File: src/inc/boost_jump_pkg.sv
package boost_jump_pkg;

  // ------------------------------------------------------------
  // Register map, word aligned byte offsets
  // ------------------------------------------------------------
  localparam logic [7:0] ADR_CONFIG = 8'h00;
  localparam logic [7:0] ADR_INITIAL = 8'h04;
  localparam logic [7:0] ADR_BRIGHTNESS = 8'h08;
  localparam logic [7:0] ADR_CLUSTER = 8'h0c;
  localparam logic [7:0] ADR_STATUS = 8'h10;

  // ------------------------------------------------------------
  // Field layout and reset values
  // ------------------------------------------------------------
  typedef struct packed {
    logic [1:0] driver_size;
    logic adaptive_setpoint_enable;
    logic jump_enable;
    logic [1:0] luminance_change_threshold;
    logic [1:0] jump_step_size;
  } config_s;

  localparam logic [7:0] CONFIG_RESET = 8'h00;
  localparam logic [5:0] INITIAL_RESET = 6'h00;
  localparam logic [3:0] CLUSTER_RESET = 4'h0;
  localparam int unsigned NUM_STRINGS = 4;

  // Setpoint counts fine steps of 0.125 V above 16 V;
  // one initial-voltage code (0.5 V) is four fine steps
  localparam int unsigned CODE_SHIFT = 2;
  localparam logic [7:0] SETPOINT_MAX = 8'hfc;

  // Jump sizes in fine steps, per step-size code
  localparam logic [7:0] JUMP_STEPS_0 = 8'h08;
  localparam logic [7:0] JUMP_STEPS_1 = 8'h10;
  localparam logic [7:0] JUMP_STEPS_2 = 8'h20;
  localparam logic [7:0] JUMP_STEPS_3 = 8'h40;

  // Brightness thresholds as percent of full scale
  localparam int unsigned FULL_SCALE = 65535;
  localparam int unsigned THRES_PCT_0 = 10;
  localparam int unsigned THRES_PCT_1 = 30;
  localparam int unsigned THRES_PCT_2 = 50;
  localparam int unsigned THRES_PCT_3 = 70;
  localparam logic [15:0] THRES_0 = 16'(FULL_SCALE * THRES_PCT_0 / 100);
  localparam logic [15:0] THRES_1 = 16'(FULL_SCALE * THRES_PCT_1 / 100);
  localparam logic [15:0] THRES_2 = 16'(FULL_SCALE * THRES_PCT_2 / 100);
  localparam logic [15:0] THRES_3 = 16'(FULL_SCALE * THRES_PCT_3 / 100);

  // ------------------------------------------------------------
  // Timing: adaptive loop takes one fine step per period
  // ------------------------------------------------------------
  localparam int unsigned CLK_HZ = 25000000;
  localparam int unsigned ADAPT_PERIOD_NS = 1000;
  localparam int unsigned ADAPT_CYCLES =
    (ADAPT_PERIOD_NS * (CLK_HZ / 1000000)) / 1000;
  localparam logic [7:0] ADAPT_LAST = 8'(ADAPT_CYCLES - 1);

  // Gate driver segment enables, ascending strength
  localparam logic [2:0] DRIVE_0 = 3'h0;
  localparam logic [2:0] DRIVE_1 = 3'h1;
  localparam logic [2:0] DRIVE_2 = 3'h3;
  localparam logic [2:0] DRIVE_3 = 3'h7;

endpackage

File: src/rtl/pin_filter.sv
`timescale 1ns/1ns
`default_nettype none

module pin_filter
#(
  parameter int unsigned WIDTH = 8
)
(
  input wire logic clk_i,
  input wire logic rst_i,
  input wire logic [WIDTH-1:0] pin_i,
  output logic [WIDTH-1:0] level_o
);

  logic [WIDTH-1:0] stage1;
  logic [WIDTH-1:0] stage2;
  logic [WIDTH-1:0] stage3;

  // ------------------------------------------------------------
  // Four flops per bit, level accepted once two and three agree
  // ------------------------------------------------------------
  genvar g;
  generate
    for (g = 0; g < WIDTH; g++)
    begin : bit_sync
      // Stage one feeds stage two only, for metastability
      always_ff @(posedge clk_i)
      begin
        if (rst_i)
        begin
          stage1[g] <= 1'b0;
          stage2[g] <= 1'b0;
          stage3[g] <= 1'b0;
          level_o[g] <= 1'b0;
        end
        else
        begin
          stage1[g] <= pin_i[g];
          stage2[g] <= stage1[g];
          stage3[g] <= stage2[g];
          if (stage2[g] == stage3[g])
            level_o[g] <= stage3[g];
        end
      end
    end
  endgenerate

endmodule

`default_nettype wire

File: src/rtl/boost_jump_ctrl.sv
// How it works
// - Adaptive off: hold setpoint at initial code
// - Adaptive on: start at code, track strings
// - All strings clustered forces adaptive off
// - Jump only when jump enable set
// - Jump when brightness rise exceeds threshold
// - Jump adds 8, 16, 32 or 64 steps
// - Driver size decodes to ascending strength
// - Initial code: 16 V plus 0.5 V steps
//
// Decided for this implementation: the Wishbone register port and the placing of the registers.
`timescale 1ns/1ns
`default_nettype none

module boost_jump_ctrl
(
  input wire logic clk_i,
  input wire logic rst_i,
  input wire logic wb_cyc_i,
  input wire logic wb_stb_i,
  input wire logic wb_we_i,
  input wire logic [7:0] wb_adr_i,
  input wire logic [3:0] wb_sel_i,
  input wire logic [31:0] wb_dat_i,
  output logic [31:0] wb_dat_o,
  output logic wb_ack_o,
  input wire logic [boost_jump_pkg::NUM_STRINGS-1:0] headroom_low_i,
  input wire logic [boost_jump_pkg::NUM_STRINGS-1:0] headroom_high_i,
  output logic [7:0] setpoint_o,
  output logic adaptive_active_o,
  output logic jump_o,
  output logic [2:0] drive_enable_o
);
  import boost_jump_pkg::*;

  // ------------------------------------------------------------
  // Declarations
  // ------------------------------------------------------------
  config_s cfg;
  logic [5:0] initial_code;
  logic [15:0] brightness;
  logic [15:0] brightness_ref;
  logic [3:0] cluster_mode;
  logic [7:0] adapt_count;
  logic adapt_tick;
  logic adaptive_on;
  logic [7:0] start_point;
  logic [2*NUM_STRINGS-1:0] pins_level;
  logic any_low;
  logic all_high;
  logic access;
  logic write_now;
  logic [15:0] next_brightness;
  logic [15:0] thres;
  logic [7:0] jump_steps;
  logic [8:0] jump_sum;
  logic jump_hit;
  logic [31:0] next_rdata;

  // ------------------------------------------------------------
  // Headroom pins from the analog sinks
  // ------------------------------------------------------------
  pin_filter #(
    .WIDTH(2 * NUM_STRINGS)
  ) u_pins (
    .clk_i(clk_i),
    .rst_i(rst_i),
    .pin_i({headroom_high_i, headroom_low_i}),
    .level_o(pins_level)
  );

  assign any_low = |pins_level[NUM_STRINGS-1:0];
  assign all_high = &pins_level[2*NUM_STRINGS-1:NUM_STRINGS];

  // ------------------------------------------------------------
  // Wishbone slave
  // ------------------------------------------------------------
  // Writes land on the edge where ack is high, as the master sees it
  assign access = wb_cyc_i & wb_stb_i;
  assign write_now = access & wb_we_i & wb_ack_o;

  // Single wait state; ack drops the cycle after it rises
  always_ff @(posedge clk_i)
  begin
    if (rst_i)
      wb_ack_o <= 1'b0;
    else
      wb_ack_o <= access & ~wb_ack_o;
  end

  // Read mux; unmapped offsets answer with zero
  always_comb
  begin
    next_rdata = 32'h0000_0000;
    unique case (wb_adr_i)
      ADR_CONFIG:
        next_rdata[7:0] = cfg;
      ADR_INITIAL:
        next_rdata[5:0] = initial_code;
      ADR_BRIGHTNESS:
        next_rdata[15:0] = brightness;
      ADR_CLUSTER:
        next_rdata[3:0] = cluster_mode;
      ADR_STATUS:
        next_rdata[15:0] = {6'h00, jump_o, adaptive_on, setpoint_o};
      default:
        next_rdata = 32'h0000_0000;
    endcase
  end

  // Read data caught as ack rises, held through the ack cycle
  always_ff @(posedge clk_i)
  begin
    if (rst_i)
      wb_dat_o <= 32'h0000_0000;
    else if (access & ~wb_ack_o)
      wb_dat_o <= next_rdata;
  end

  // ------------------------------------------------------------
  // Software registers
  // ------------------------------------------------------------
  // Configuration, initial code and cluster map
  always_ff @(posedge clk_i)
  begin
    if (rst_i)
    begin
      cfg <= CONFIG_RESET;
      initial_code <= INITIAL_RESET;
      cluster_mode <= CLUSTER_RESET;
    end
    else if (write_now & wb_sel_i[0])
    begin
      if (wb_adr_i == ADR_CONFIG)
        cfg <= wb_dat_i[7:0];
      if (wb_adr_i == ADR_INITIAL)
        initial_code <= wb_dat_i[5:0];
      if (wb_adr_i == ADR_CLUSTER)
        cluster_mode <= wb_dat_i[3:0];
    end
  end

  // Brightness takes byte lanes so a half update is possible
  always_comb
  begin
    next_brightness = brightness;
    if (wb_sel_i[0])
      next_brightness[7:0] = wb_dat_i[7:0];
    if (wb_sel_i[1])
      next_brightness[15:8] = wb_dat_i[15:8];
  end

  always_ff @(posedge clk_i)
  begin
    if (rst_i)
      brightness <= 16'h0000;
    else if (write_now && wb_adr_i == ADR_BRIGHTNESS)
      brightness <= next_brightness;
  end

  // ------------------------------------------------------------
  // Mode and jump decode
  // ------------------------------------------------------------
  // Clustered strings have no common rail to track
  assign adaptive_on = cfg.adaptive_setpoint_enable
    & ~(&cluster_mode);

  // 16 V at code zero, 0.5 V per code, four fine steps each
  assign start_point = 8'(initial_code) << CODE_SHIFT;

  always_comb
  begin
    unique case (cfg.luminance_change_threshold)
      2'b00: thres = THRES_0;
      2'b01: thres = THRES_1;
      2'b10: thres = THRES_2;
      2'b11: thres = THRES_3;
    endcase
  end

  always_comb
  begin
    unique case (cfg.jump_step_size)
      2'b00: jump_steps = JUMP_STEPS_0;
      2'b01: jump_steps = JUMP_STEPS_1;
      2'b10: jump_steps = JUMP_STEPS_2;
      2'b11: jump_steps = JUMP_STEPS_3;
    endcase
  end

  // Only rises count; the reference lags so slow creeps add up
  assign jump_hit = write_now && wb_adr_i == ADR_BRIGHTNESS
    && next_brightness > brightness_ref
    && (next_brightness - brightness_ref) > thres
    && cfg.jump_enable && adaptive_on;
  assign jump_sum = {1'b0, setpoint_o} + {1'b0, jump_steps};

  // Reference follows falls and jumps, not small rises
  always_ff @(posedge clk_i)
  begin
    if (rst_i)
      brightness_ref <= 16'h0000;
    else if (write_now && wb_adr_i == ADR_BRIGHTNESS)
    begin
      if (jump_hit || next_brightness < brightness_ref)
        brightness_ref <= next_brightness;
    end
  end

  // ------------------------------------------------------------
  // Adaptive step pacing
  // ------------------------------------------------------------
  // Paced so the analog loop settles between fine steps
  always_ff @(posedge clk_i)
  begin
    if (rst_i || !adaptive_on)
      adapt_count <= 8'h00;
    else if (adapt_count == ADAPT_LAST)
      adapt_count <= 8'h00;
    else
      adapt_count <= adapt_count + 8'h01;
  end

  assign adapt_tick = adaptive_on && adapt_count == ADAPT_LAST;

  // ------------------------------------------------------------
  // Setpoint
  // ------------------------------------------------------------
  always_ff @(posedge clk_i)
  begin
    if (rst_i)
      adaptive_active_o <= 1'b0;
    else
      adaptive_active_o <= adaptive_on;
  end

  // Fixed mode follows the code; adaptive starts from it
  always_ff @(posedge clk_i)
  begin
    if (rst_i)
      setpoint_o <= 8'h00;
    else if (!adaptive_on)
      setpoint_o <= start_point;
    else if (!adaptive_active_o)
      setpoint_o <= start_point;
    else if (jump_hit)
    begin
      if (jump_sum > {1'b0, SETPOINT_MAX})
        setpoint_o <= SETPOINT_MAX;
      else
        setpoint_o <= jump_sum[7:0];
    end
    else if (adapt_tick)
    begin
      // Weakest string wins: any low lifts, all high lowers
      if (any_low && setpoint_o < SETPOINT_MAX)
        setpoint_o <= setpoint_o + 8'h01;
      else if (!any_low && all_high && setpoint_o != 8'h00)
        setpoint_o <= setpoint_o - 8'h01;
    end
  end

  // Jump strobe, one cycle per accepted jump
  always_ff @(posedge clk_i)
  begin
    if (rst_i)
      jump_o <= 1'b0;
    else
      jump_o <= jump_hit & adaptive_active_o;
  end

  // ------------------------------------------------------------
  // Gate driver strength
  // ------------------------------------------------------------
  always_ff @(posedge clk_i)
  begin
    if (rst_i)
      drive_enable_o <= DRIVE_0;
    else
    begin
      unique case (cfg.driver_size)
        2'b00: drive_enable_o <= DRIVE_0;
        2'b01: drive_enable_o <= DRIVE_1;
        2'b10: drive_enable_o <= DRIVE_2;
        2'b11: drive_enable_o <= DRIVE_3;
      endcase
    end
  end

endmodule

`default_nettype wire

File: config.mk
export PLATFORM = sky130hd
export DESIGN_NAME = boost_jump_ctrl
export DESIGN_NICKNAME = d
export VERILOG_FILES = /design/src/inc/boost_jump_pkg.sv /design/src/rtl/pin_filter.sv /design/src/rtl/boost_jump_ctrl.sv
export SDC_FILE = /design/constraint.sdc
export NUM_CORES = 1
export LEC_CHECK = 0
export ABC_AREA = 1
export BUFFER_PORTS_ARGS = -buffer_cell sky130_fd_sc_hd__buf_2
export CORE_MARGIN = 5
export CORE_UTILIZATION = 25
export CTS_CLUSTER_SIZE = 12
export DETAILED_ROUTE_END_ITERATION = 16
export SLEW_MARGIN = 0
export SYNTH_ARGS = -nofsm -noshare
export SYNTH_HDL_FRONTEND = slang
export SYNTH_SLANG_ARGS = --single-unit
File: constraint.sdc
create_clock -name clk_i -period 6.5 [get_ports clk_i]
set_input_delay 0.325 -clock clk_i [delete_from_list [all_inputs] [get_ports clk_i]]
set_output_delay 0.325 -clock clk_i [all_outputs]
set_load 0.05 [all_outputs]
# After elaboration in Yosys (flattened, before gate mapping)
# Cells that the tools add are included.
[totals] word_cells=141 output_inout_bits=46 regBits=120 inputBits=57
[op_classes] magnitude_cmp=5 mux=16 n_bitwise=11 n_eq_ne=24 reduce_logical=31 addsub=5
[ops] op="$mux 8" count=9
[ops] op="$pmux 16 s4" count=1
[ops] op="$gt 16x16->1" count=2
[ops] op="$pmux 8 s4" count=1
[ops] op="$pmux 4 s5" count=1
[ops] op="$add 8x1->8 const B" count=2
[ops] op="$eq 8x4->1 const B" count=2
[ops] op="$eq 8x5->1 const B" count=2
[ops] op="$lt 16x16->1" count=1
[ops] op="$pmux 8 s2" count=1
[ops] op="$sub 16x16->16" count=1
[ops] op="$eq 2x2->1 const B" count=6
[ops] op="$pmux 3 s4" count=1
[ops] op="$reduce_and 2->1" count=6
[ops] op="$add 8x8->9" count=1
[ops] op="$gt 9x8->1 const B" count=1
[ops] op="$logic_and 1x1->1" count=9
[ops] op="$eq 1x1->1" count=8
[ops] op="$eq 8x3->1 const B" count=1
[ops] op="$logic_not 8->1" count=1
[ops] op="$lt 8x8->1 const B" count=1
[ops] op="$pmux 2 s4" count=1
[ops] op="$reduce_and 4->1" count=2
[ops] op="$reduce_bool 8->1" count=1
[ops] op="other kinds (15)" count=30

# Logic depth before layout (Yosys ltp)
[logic_depth] ltp_word=11 depth_mapped=28 depth_no_buf=28

# By module
# From an unflattened synthesis, not the netlist that was laid out.
[hier_totals] cells_unflattened=948 hier_area_um2=6794.0
[modules_own_cells] module="boost_jump_ctrl" cells_per_inst=840 instances=1 area_per_inst_um2=5823.1 seq_area_each_um2=1761.7
[modules_own_cells] module="pin_filter" cells_per_inst=108 instances=1 area_per_inst_um2=970.9 seq_area_each_um2=640.6

# Worst setup path after synthesis
# OpenSTA, ideal clock, no wires.
[synth_timing] path_kind="input to register" from="in wb_sel_i[0]" to="reg brightness_ref[2]" path_buffers=1 setup_slack_ns=2.770 t_arrival_ns=3.612 stages=25 required_time_ns=6.382 setup_ns=0.118 cell_sequence="inv_1 or2_2 o21ai_0 inv_1 ha_1 nand2_1 o21ai_0 nand2_1 o211ai_1 nand3_1 a31oi_1 a21oi_1 xnor2_1 ha_1 nand4_1 nor2_1 nand2_1 nand3_4 nor2_4 nand2_4 nor2_4 o21bai_4 buf_6 o21ai_1 a21oi_2"
[synth_via] elab_chain_cells=8 word_cells_on_any_way=11 cone_classes="add/sub: 1; order compare: 3; mux: 1; reduce/logical: 6"
[synth_rtl] element="start: declaration" line="boost_jump_ctrl.sv:23" source="input wire logic [3:0] wb_sel_i,"
[synth_rtl] element="$mux 8 (*)" line="boost_jump_ctrl.sv:147" source="if (wb_sel_i[0])"
[synth_rtl] element="via next_brightness[1]" line="boost_jump_ctrl.sv:53" source="logic [15:0] next_brightness;"
[synth_rtl] element="$sub 16x16->16 / $gt 16x16->1 (equally long branches)" line="boost_jump_ctrl.sv:194, boost_jump_ctrl.sv:193"
[synth_rtl] element="$gt 16x16->1 / $logic_and 1x1->1 (equally long branches)" line="boost_jump_ctrl.sv:194, boost_jump_ctrl.sv:193"
[synth_rtl] element="$logic_and 1x1->1" line="boost_jump_ctrl.sv:194" source="&& (next_brightness - brightness_ref) > thres"
[synth_rtl] element="$logic_and 1x1->1 (2 in a row)" line="boost_jump_ctrl.sv:195" source="&& cfg.jump_enable && adaptive_on;"
[synth_rtl] element="$logic_or 1x1->1 (*)" line="boost_jump_ctrl.sv:205" source="if (jump_hit || next_brightness < brightness_ref)"
[synth_rtl] element="$reduce_and 2->1 (no source line) (*)"
[synth_rtl] element="end signal: assignment" line="boost_jump_ctrl.sv:206" source="brightness_ref <= next_brightness;"
[synth_rtl] element="end: declaration" line="boost_jump_ctrl.sv:42" source="logic [15:0] brightness_ref;"
# The timed path passes the listed nets; every way through them passes the cells marked *.
# A chain may end at the register's enable or synchronous reset.

# Final worst setup path
[layout_timing] from="in wb_sel_i[0]" to="reg brightness_ref[0]"
# Same word-level chain as after synthesis.

==> reports/qor.yml <==
status: "complete, no violations"
num_antenna_cells: 0
crit_type: "input pin to flip-flop"
numCtsBuffers: 17
crit_path_end_kind: "flip-flop"
cts.sinks: 120
dpl-instance-area_mm2: 0.00738
insertion_delay_ps: 420
fin_crit_sh_pct: 71.3
hold_buffers: 0
grt_max_degree: 67
cap_viol_max_count: 0
synth.distinct_cells: 50
dieHeight_um: 175
path_common_cell: "nand2_1"
post_cts_buffers: 0
ys_seq_area_share_pct: 35.4
synth.mux.area_fraction_pct: 0.148
drive_gt1_share_pct: 14.4
synthAdderAreaFrac_pct: 9.74
drtIter0Drc: 258
power.density_mw_per_mm2: 236
areaGrowthSynthToFinish_pct: 17.3
gp_congestion: 0.888
worst-path-max-fanout: 32
multiInputGateArea_mm2: 0.00364
crit_path_top_delay_cell: "o21bai_4"
synthSimpleGateAreaFrac_pct: 20.2
final_area_mm2: 0.00796
max-vdd-ir-drop_v: 0.000153
tightest_slew_ps: 925
hold_slack_ps: 106
yosysWarnings: 0
final_hold_viol_count: 0
min_period_ps: 4630
num_vias: 5956
viasPerCell: 4.43
h-tree-depth: 4
dp_hpwl_mm: 13.2
syn-instance-count: 926
routed_wl_mm: 17.2
synth_top_area_share_pct: 35.4
slew_headroom_pct: 38.2
fin_nets: 1098
synth.area.top_cells: "dfxtp_1, ha_1, inv_1, nand2_1, a21oi_1"
setup_tns_ps: 0
start_util_pct: 25.3
critPathMaxStageDelay_ps: 720
wl_per_cell_um: 12.8
final_cells: 1344
synth_commonest_cells: "inv_1, nand2_1, dfxtp_1"
drv_slew: 0
grt_pass1_vias: 5793
final_antenna_net_count: 0
synth.most_common_cell: "inv_1"
synth_top_family_by_area: "simple AND/OR/NAND/NOR gates"
avgSynthCellArea_um2: 7.32
critPathRequiredTime_ps: 6860
track_usage_pct: 11.4
overflow: 0
die-area_mm2: 0.0305
ctsResizeCount: 0
finClkSkew_ps: 10.1
synth_ff_type: "dfxtp_1"
synth-async-reset-ratio_pct: 0
dp_cells: 1312
utilization_pct: 29.7
synth_edf_count: 0
p_leak_uw: 0.00353
grt_pass1_wl_mm: 28.5
numPortBuffers: 68
fill_cells: 2846
seqCellArea_mm2: 0.00240
drc_errors: 0
synth-compound-area-share_pct: 19.4
finalSetupViolations: 0
antenna_found_initial: 1
core-area_mm2: 0.0268
row_count: 60
clk_pin_slew_worst_paths_ps: 60
cts_buffer_depth: 2
drtPass1Iterations: 5
clockRootBuffer: "clkbuf_16"
cts_tree: "done"
ys_ff_latch: 120
fp.dieW_um: 175
critPathLaunchType: "input pin"
critPathArrivalTime_ps: 4990
io_pins: 103
yosys.area.top_type: "dfxtp_1"
netlist_area_mm2: 0.00678
synth_xor_area_share_pct: 3.23
min_path_type: "input pin to flip-flop"
rsz0062_at_grt: "no"
max_freq_ghz: 0.216
[per-layer routing]
layer | track usage (%) | up-vias | routed length, µm
li1 | - | 3118 | -
met1 | 14.3 | 2688 | 7860
met2 | 19.3 | 121 | 8240
met3 | 2.01 | 29 | 689
met4 | 4.81 | 0 | 451
met5 | 0 | - | 0
[layout make-up]
cell class              instances  area share (%)
inverters                     148            7.00
clock buffers                  19            5.57
repair buffers                 70            4.46
well taps                     341            5.36
flip-flops and latches        120            30.2
clock inverters                13            1.70
multi-input cells             633            45.7
[where the power goes]
part | internal [µW] | switching [µW]
logic | 64.3 | 140
clock network | 547 | 378
registers | 746 | 4.61
total | 1360 | 523
[critical path, delay by kind of cell]
family                   cells  cell delay, ps
AO/OA/AOI/OAI                7            1870
buffers and inverters        3             490
AND/OR/NAND/NOR             13            1510
XOR/XNOR                     1             140
adder cells (fa/ha/maj)      2             620
[placed cells by master, fill, tap and decap left out, types with 4 or more instances in the layout]
| cell type | instances |
|---|---|
| inv_1 | 141 |
| nand2_1 | 131 |
| dfxtp_1 | 120 |
| nor2_1 | 105 |
| a21oi_1 | 93 |
| o21ai_0 | 76 |
| buf_2 | 68 |
| ha_1 | 48 |
| nand3_1 | 21 |
| clkbuf_16 | 17 |
| xor2_1 | 16 |
| conb_1 | 16 |
| o21ai_1 | 15 |
| nand4_1 | 12 |
| a21oi_2 | 10 |
| xnor2_1 | 9 |
| o22ai_1 | 9 |
| nor3_1 | 7 |
| a31oi_1 | 7 |
| inv_6 | 6 |
| a21o_1 | 5 |
| nand2_4 | 5 |
| a211oi_1 | 5 |
| nor2_2 | 4 |
| nor2_4 | 4 |
[flip-flops by register name, summed over array words and instances, names as in the netlist, 3 cells and up]
name and flops:
adapt_count 8, brightness 16, brightness_ref 16, cfg 8, cluster_mode 4, drive_enable_o 3
initial_code 6, setpoint_o 8, u_pins.level_o 8, u_pins.stage1 8, u_pins.stage2 8, u_pins.stage3 8
wb_dat_o 16
[path summary, 6_finish.rpt]
check	start	slack, ps	cells after the start	to
worst max register to register	brightness[1]	1910	23	brightness_ref[0]
worst min register to register	u_pins.stage1[0]	400	2	u_pins.stage2[0]
worst min-delay path	headroom_low_i[2]	110	3	u_pins.stage1[2]
worst max-delay path	wb_sel_i[0]	1870	26	brightness_ref[0]
[through the flow]
stage	total power, µW	worst slack, ps
6_report	1880	1870
5_1_grt	1970	1300
4_1_cts	1900	1830
3_5_place_dp	972	1490
3_3_place_gp	970	1460
2_1_floorplan	930	2770
[cell families after synthesis]
group	Yosys count
and+or+nand+nor	306
AOI/OAI and AO/OA	234
buffers and inverters	188
DFF	120
adders and majority gates	51
xor gates and xnor gates	25
other	1
muxes	1
(Power assumes the default switching activity.)
